--- src/hw/osw_pkg.sv ---
// Constants, register map and state types for the oscillator switch block.
// Assumes a plain register port with read data one cycle after the strobe.
package osw_pkg;
  localparam int ADDR_W = 4;
  localparam int DATA_W = 16;
  localparam logic [ADDR_W-1:0] OSC_CONTROL_ADDR = 4'h0;
  localparam logic [ADDR_W-1:0] UNLOCK_ADDR = 4'h1;
  localparam logic [ADDR_W-1:0] IRQ_STATUS_ADDR = 4'h2;
  localparam logic [ADDR_W-1:0] IRQ_ENABLE_ADDR = 4'h3;
  localparam logic [ADDR_W-1:0] IRQ_CLEAR_ADDR = 4'h4;
  localparam logic [ADDR_W-1:0] CUR_OSC_ADDR = 4'h5;
  localparam logic [DATA_W-1:0] UNLOCK_KEY1 = 16'h0046;
  localparam logic [DATA_W-1:0] UNLOCK_KEY2 = 16'h0057;
  localparam int SWITCH_REQ_BIT = 0;
  localparam int CLOCK_FAIL_BIT = 3;
  localparam int NEW_OSC_LSB = 8;
  localparam int CUR_OSC_LSB = 12;
  localparam logic [2:0] SRC_FAST_RC = 3'h0;
  localparam logic [2:0] SRC_RC_PLL = 3'h1;
  localparam logic [2:0] SRC_PRI = 3'h2;
  localparam logic [2:0] SRC_PRI_PLL = 3'h3;
  localparam logic [2:0] SRC_RESET = 3'h0;
  localparam int SWITCH_TIME_NS = 64;
  localparam int CLK_PERIOD_NS = 4;
  localparam int SWITCH_CYCLES = (SWITCH_TIME_NS + CLK_PERIOD_NS - 1) / CLK_PERIOD_NS;
  localparam int IRQ_FAIL = 0;
  localparam int IRQ_DONE = 1;
  localparam int IRQ_REFUSED = 2;
  localparam int IRQ_N = 3;
  typedef enum logic [1:0] {LOCKED, KEY1_SEEN, UNLOCKED} osw_lock_type;
endpackage : osw_pkg
--- src/hw/osw_oscillator_switch.sv ---
// Oscillator control register with switch sequencing, fail flag and unlock.
// Assumes failDetect is one cycle pulse from the clock monitor, synchronous.
//
// The strobed register port and the register addresses were decided locally.
`timescale 1ns/1ps
module osw_oscillator_switch #(
  parameter int SWITCH_CYCLES_P = osw_pkg::SWITCH_CYCLES
) (
  input wire logic mclk,
  input wire logic srst,
  input wire logic [osw_pkg::ADDR_W-1:0] regAddr,
  input wire logic [osw_pkg::DATA_W-1:0] regWdata,
  input wire logic regWrite,
  input wire logic regRead,
  output logic [osw_pkg::DATA_W-1:0] regRdata,
  input wire logic failDetect,
  output logic oscFailTrap,
  output logic [2:0] currentOsc,
  output logic irq
);
  import osw_pkg::*;

  osw_lock_type lockState, next_lockState;
  logic clockFailFlag, next_clockFailFlag;
  logic switchRequest, next_switchRequest;
  logic [2:0] newOscSelect, next_newOscSelect;
  logic [2:0] next_currentOsc;
  logic [7:0] switchCount, next_switchCount;
  logic [IRQ_N-1:0] irqStatus, next_irqStatus;
  logic [IRQ_N-1:0] irqEnable, next_irqEnable;
  logic [DATA_W-1:0] next_regRdata;
  logic next_oscFailTrap;
  logic next_irq;
  logic ctlWrite;
  logic forbidden;
  logic [IRQ_N-1:0] events;

  function automatic logic isPll(input logic [2:0] src);
    isPll = (src == SRC_RC_PLL) || (src == SRC_PRI_PLL);
  endfunction : isPll

  // Only a write that is the next access after the key pair reaches the control register; idle cycles between do not relock
  assign ctlWrite = regWrite && regAddr == OSC_CONTROL_ADDR && lockState == UNLOCKED;
  // PLL to a different PLL is refused; software must pass through a non-PLL source (fast RC or primary)
  assign forbidden = isPll(currentOsc) && isPll(regWdata[NEW_OSC_LSB +: 3])
    && regWdata[NEW_OSC_LSB +: 3] != currentOsc;

  always_comb begin
    next_lockState = lockState;
    if (regWrite || regRead) begin
      next_lockState = LOCKED;
      if (regWrite && regAddr == UNLOCK_ADDR && regWdata == UNLOCK_KEY1) begin
        next_lockState = KEY1_SEEN;
      end else if (regWrite && regAddr == UNLOCK_ADDR && regWdata == UNLOCK_KEY2 && lockState == KEY1_SEEN) begin
        next_lockState = UNLOCKED;
      end
    end
  end

  always_comb begin
    next_clockFailFlag = clockFailFlag;
    next_switchRequest = switchRequest;
    next_newOscSelect = newOscSelect;
    next_currentOsc = currentOsc;
    next_switchCount = switchCount;
    next_oscFailTrap = 1'b0;
    events = '0;
    if (ctlWrite) begin
      next_newOscSelect = regWdata[NEW_OSC_LSB +: 3];
      // Zero clears; a one sets the flag and, only if it was clear, traps and raises IRQ_FAIL
      next_clockFailFlag = regWdata[CLOCK_FAIL_BIT];
      if (regWdata[CLOCK_FAIL_BIT] && !clockFailFlag) begin
        next_oscFailTrap = 1'b1;
        events[IRQ_FAIL] = 1'b1;
      end
      if (regWdata[SWITCH_REQ_BIT] && !switchRequest) begin
        if (forbidden) begin
          events[IRQ_REFUSED] = 1'b1;
        end else begin
          next_switchRequest = 1'b1;
          next_switchCount = 8'(SWITCH_CYCLES_P);
        end
      end
    end
    if (switchRequest) begin
      if (switchCount <= 8'h01) begin
        next_switchRequest = 1'b0;
        next_currentOsc = newOscSelect;
        events[IRQ_DONE] = 1'b1;
      end else begin
        next_switchCount = switchCount - 8'h01;
      end
    end
    // Monitor detection wins over a same-cycle clear
    if (failDetect) begin
      next_clockFailFlag = 1'b1;
      next_oscFailTrap = !clockFailFlag;
      events[IRQ_FAIL] = 1'b1;
    end
  end

  always_comb begin
    next_irqEnable = irqEnable;
    next_irqStatus = irqStatus;
    if (regWrite && regAddr == IRQ_ENABLE_ADDR) begin
      next_irqEnable = regWdata[IRQ_N-1:0];
    end
    if (regWrite && regAddr == IRQ_CLEAR_ADDR) begin
      next_irqStatus = irqStatus & ~regWdata[IRQ_N-1:0];
    end
    // Set wins over clear
    next_irqStatus = next_irqStatus | events;
    next_irq = |(next_irqStatus & next_irqEnable);
  end

  always_comb begin
    next_regRdata = '0;
    if (regRead) begin
      unique case (regAddr)
        OSC_CONTROL_ADDR: begin
          // Bits 4, 2 and 1 are not stored and read zero
          next_regRdata[SWITCH_REQ_BIT] = switchRequest;
          next_regRdata[CLOCK_FAIL_BIT] = clockFailFlag;
          next_regRdata[NEW_OSC_LSB +: 3] = newOscSelect;
          next_regRdata[CUR_OSC_LSB +: 3] = currentOsc;
        end
        IRQ_STATUS_ADDR: next_regRdata[IRQ_N-1:0] = irqStatus;
        IRQ_ENABLE_ADDR: next_regRdata[IRQ_N-1:0] = irqEnable;
        CUR_OSC_ADDR: next_regRdata[2:0] = currentOsc;
        default: next_regRdata = '0;
      endcase
    end
  end

  always_ff @(posedge mclk) begin
    if (srst) begin
      lockState <= LOCKED;
      clockFailFlag <= 1'b0;
      switchRequest <= 1'b0;
      newOscSelect <= SRC_RESET;
      currentOsc <= SRC_RESET;
      switchCount <= 8'h00;
      irqStatus <= '0;
      irqEnable <= '0;
      regRdata <= '0;
      oscFailTrap <= 1'b0;
      irq <= 1'b0;
    end else begin
      lockState <= next_lockState;
      clockFailFlag <= next_clockFailFlag;
      switchRequest <= next_switchRequest;
      newOscSelect <= next_newOscSelect;
      currentOsc <= next_currentOsc;
      switchCount <= next_switchCount;
      irqStatus <= next_irqStatus;
      irqEnable <= next_irqEnable;
      regRdata <= next_regRdata;
      oscFailTrap <= next_oscFailTrap;
      irq <= next_irq;
    end
  end
endmodule : osw_oscillator_switch

--- config.mk ---
export PLATFORM = sky130hd
export DESIGN_NAME = osw_oscillator_switch
export DESIGN_NICKNAME = d
export VERILOG_FILES = /design/src/hw/osw_pkg.sv /design/src/hw/osw_oscillator_switch.sv
export SDC_FILE = /design/constraint.sdc
export NUM_CORES = 1
export LEC_CHECK = 0
export BUFFER_PORTS_ARGS = -buffer_cell sky130_fd_sc_hd__buf_4
export CAP_MARGIN = 15
export CORE_UTILIZATION = 25
export CTS_CLUSTER_SIZE = 40
export DETAILED_ROUTE_END_ITERATION = 8
export GPL_TIMING_DRIVEN = 0
export PLACE_DENSITY = 0.56
export SETUP_SLACK_MARGIN = 0.05
export SKIP_CTS_REPAIR_TIMING = 1
export SLEW_MARGIN = 25
export SYNTH_ARGS = -nofsm -noshare
export SYNTH_HDL_FRONTEND = slang
export SYNTH_SLANG_ARGS = --single-unit
--- constraint.sdc ---
create_clock -name mclk -period 2.41 [get_ports mclk]
set_clock_uncertainty 0.1 [all_clocks]
set_input_delay 0.241 -clock mclk [delete_from_list [all_inputs] [get_ports mclk]]
set_output_delay 0.241 -clock mclk [all_outputs]
set_load 0.005 [all_outputs]
After elaboration in Yosys (flattened, before gate mapping) --
Index checks and enable logic that the tools add are counted.
Operators by class: add/subtract/negate cells 1, magnitude comparators 1, eq/ne operators 14, mux-type cells 27, bitwise logic cells 6, reduce and logical (&&, ||, !) cells 23
Operators with widths (count):
- $mux 8 | 5
- $eq 16x7->1 const B | 2
- $mux 1 | 16
- $logic_and 1x1->1 | 12
- $eq 4x2->1 const B | 2
- $eq 4x3->1 const B | 2
- $le 8x1->1 const B | 1
- $sub 8x1->8 const B | 1
- $and 3x3->3 | 2
- $eq 3x1->1 const B | 2
- $eq 3x2->1 const B | 2
- $mux 3 | 2
- $pmux 2 s3 | 1
- $reduce_or 3->1 | 2
- $eq 4x1->1 const B | 1
- $logic_not 4->1 | 1
- $mux 2 | 2
- $pmux 1 s4 | 1
- $logic_or 1x1->1 | 3
- $ne 3x3->1 | 1
- $not 3->3 | 1
- $or 3x3->3 | 1
- $eq 2x1->1 const B | 1
- $eq 2x2->1 const B | 1
- other kinds (5) | 7
Word-level totals: flip-flop bits (word level) 42, bits of input ports 25, output and inout port bits 21, logic and storage cells 85

Logic depth before layout (Yosys ltp) --
word-level depth 10, mapped depth 7, depth with buffers taken out 6

Least setup slack after synthesis --
OpenSTA, ideal clock, no wires.
path type register -> register, start register switchCount[0], end register switchCount[7], library setup time 75 ps, arrival 1722 ps, required time 2235 ps, slack 513 ps, cell stages (with the launch flop) 7, buffers on the path 0, clock period less this slack 1897 ps, cells stage by stage dfxtp_1 inv_1 ha_1 o21bai_1 o31ai_4 or4_1 a31oi_1
Between the ends: word-level cells in the longest chain between the ends 3, elaborated cells between the ends (all ways) 4, classes of those cells 1 x add/sub; 1 x order compare; 2 x mux
Ends and longest elaborated chain:
- from (decl) | RTL line osw_oscillator_switch.sv:28 | logic [7:0] switchCount, next_switchCount;
- from (signal assigned) | RTL line osw_oscillator_switch.sv:154 | switchCount <= next_switchCount;
- $sub 8x1->8 / $le 8x1->1 (equally long branches) | RTL line osw_oscillator_switch.sv:91, osw_oscillator_switch.sv:86
- $mux 8 (*) | RTL line osw_oscillator_switch.sv:86 | if (switchCount <= 8'h01) begin
- $mux 8 (*) | RTL line osw_oscillator_switch.sv:85 | if (switchRequest) begin
Mark *: on every way between the ends. The rest lies on a longest branch, timed or not. A chain may end at the register's enable or synchronous reset.

Worst setup path after layout --
Ends and elaborated chain as after synthesis.

==> metrics.txt <==
Reg clk slew, reported paths=0.08 ns; number of remaining DRC errors=0; worst skew pair latency=0.29 ns; most common library cells after synthesis=dfxtp_1, nor2_1, a21oi_1; Routed Wire Length=4380 um; WP data required=2.53 ns; Synth Register Bits=36; Worst VDD drop=179 uV; synth unique cells=54; maxcap violations=0; vias in the first global route=1452; most common cell in the synthesized netlist=dfxtp_1; total gr overflow=0; hold path endpoint=newOscSelect[0]; EDFF count, synth=0; internal power=0.000950 W; power per cell area=541 nW/um2; Die Span Y=85.7 um; Sequential Power Share=48.7%; Setup violations, final=0; TritonCTS Buffers=5; Avg Cell Area, Syn=9.07 um2; RSZ-0062 raised after global routing=no; area delta synth->final=30.2%; average vias per placed instance=4.56; worst-case clock buffer depth=2; Slew @ Worst Pin=0.818 ns; leakage=0.893 nW; reg2reg end=switchCount[7]; FMAX=471 MHz; detailed-route via count=1545; Initial Util=25.8%; ratio of cells with drive above 1 in the final layout=26.7%; core box area=6790 um2; first-pass GRT wire length=7180 um; Fill cells=728; Die ar.=7340 um2; Placed Cells=331; Warnings, synthesis=0; R2R cell count=6; largest net degree at the start of global routing=13; Die X=85.7 um; sw frac=23.0%; Tcrit/Tclk final=88.1%; RR Startpoint=switchCount[0]; Post-DP HPWL=3280 um; num rows=30; Setup TNS=0 ns; gpl congestion=0.837; H-tree Lvls=2; Worst R2R Setup Slack=0.29 ns; Final Hold Viols=0; Hold Crit Depth=3; DR iter-0 viols=76; Nets=269; CP arrival=2.25 ns; Main synth FF type=dfxtp_1; final worst path period need=2.12 ns; worst-path fanout max=5; Worst slew margin=45.0%; fin area=2280 um2; drt pass-1 iters=6; Non-Filler Instances=339; outcome=finished, final reports clean; Yosys top cell area share=41.2%; max-slew violations=0; antenna violations before repair=0; number of buffers added on ports=37; Num Clock Sinks=36; CP Class=reg2reg; Cells after Synth=193; Post-DRT Antenna Nets=0; # diodes=0; Logic pwr share=7.4%; Top-Level Pins=46; Synth area leaders=dfxtp_1, nor2_1, a21oi_1, mux2i_1, nand2_1; largest area contributor in the netlist=dfxtp_1; TritonCTS clock tree=built; Hold WC Path Type=in2reg; register area share after synthesis=41.2%; Setup crit end kind=register; clock root buffer master=clkbuf_8; gr usage total=12.5%; Hold Startpoint=regWdata[8]; Util after Layout=33.5%; CP startpoint kind=register; Post-Syn Area=1750 um2; FFs w/ async S/R, synth=0%; routed len/inst=12.9 um; Clk network pwr share=43.9%; Area after DPL=2170 um2; hold slack=0.108 ns; Psw=0.000283 W
==> stage by stage <==
step / total power [W] / setup slack, ns
floorplan: 0.000655 / 0.513
global placement: 0.000705 / 0.362
detailed placement: 0.000705 / 0.302
CTS: 0.00125 / 0.294
global route: 0.00128 / 0.190
finish: 0.00123 / 0.286
==> placed cells by master, fill, tap and decap left out, types with 3 or more instances in the layout <==
master and n:
a21oi_1 14, a31oi_1 4, and2_1 7, and4b_1 3, buf_4 43, clkbuf_1 4
clkbuf_8 5, conb_1 6, dfxtp_1 36, inv_1 10, mux2i_1 7, nand2_1 13
nand2b_1 3, nand3_1 4, nor2_1 20, nor3_1 3, o311ai_1 5
==> sequential cells by signal, indices dropped and copies added (netlist names), 2 cells and up <==
register,flops
newOscSelect,3
currentOsc,3
switchCount,8
irqEnable,3
irqStatus,3
regRdata,10
lockState,2
==> cells by family after synthesis <==
kind of cell | after synthesis | synth area share, %
compound gates | 42 | 17.8
xor+xnor | 2 | 1.00
fa+ha+maj | 2 | 1.43
buf+inv | 23 | 6.79
flops | 36 | 41.2
mux | 7 | 4.00
other cells | 1 | 0.214
simple gates | 80 | 27.6
==> worst max-delay path: stages (launching register included) <==
cell and delay, ns:
dfxtp_1 0.41, inv_1 0.08, ha_1 0.23, o21bai_1 0.44, o31ai_4 0.14, or4_1 0.49, a31oi_1 0.16
==> area by class of cell <==
| cell class | count | area (um2) | share of cell area (%) |
|---|---|---|---|
| clock inverter | 3 | 42.5 | 1.87 |
| inverter | 10 | 37.5 | 1.65 |
| timing repair buffer | 37 | 278 | 12.2 |
| multi-input combinational | 139 | 930 | 40.8 |
| sequential | 36 | 721 | 31.6 |
| buffer | 13 | 81.3 | 3.57 |
| clock buffer | 5 | 68.8 | 3.02 |
| tap | 96 | 120 | 5.27 |
==> routing by layer <==
layer,wire length (um),share of wire [%],vias to the layer above,global-route usage [%]
li1,-,-,779,-
met1,2170,49,722,17.8
met2,1970,45,37,19.0
met3,181,4.1,7,2.21
met4,60,1.4,0,4.55
met5,0,0,-,0
==> power groups by stage <==
| stage | Combinational, W | Sequential (W) | Clock (W) |
|---|---|---|---|
| floorplan | 0.0000410 | 0.000614 | 0 |
| detailed placement | 0.0000906 | 0.000615 | 0 |
| finish | 0.0000913 | 0.000601 | 0.000540 |
| global route | 0.000101 | 0.000601 | 0.000581 |
| CTS | 0.0000910 | 0.000601 | 0.000554 |
| global placement | 0.0000907 | 0.000615 | 0 |
==> worst max path at each step <==
stage              startpoint        endpoint  slack (ns)  cells past startpoint
2_1_floorplan  switchCount[0]  switchCount[7]        0.51                      6
3_3_place_gp   switchCount[0]  switchCount[7]        0.36                      6
3_5_place_dp   switchCount[0]  switchCount[7]        0.30                      6
4_1_cts        switchCount[0]  switchCount[7]        0.29                      6
5_1_grt        switchCount[0]  switchCount[7]        0.19                      6
6_report       switchCount[0]  switchCount[7]        0.29                      6
No activity file was read; power rests on OpenSTA's default activity.
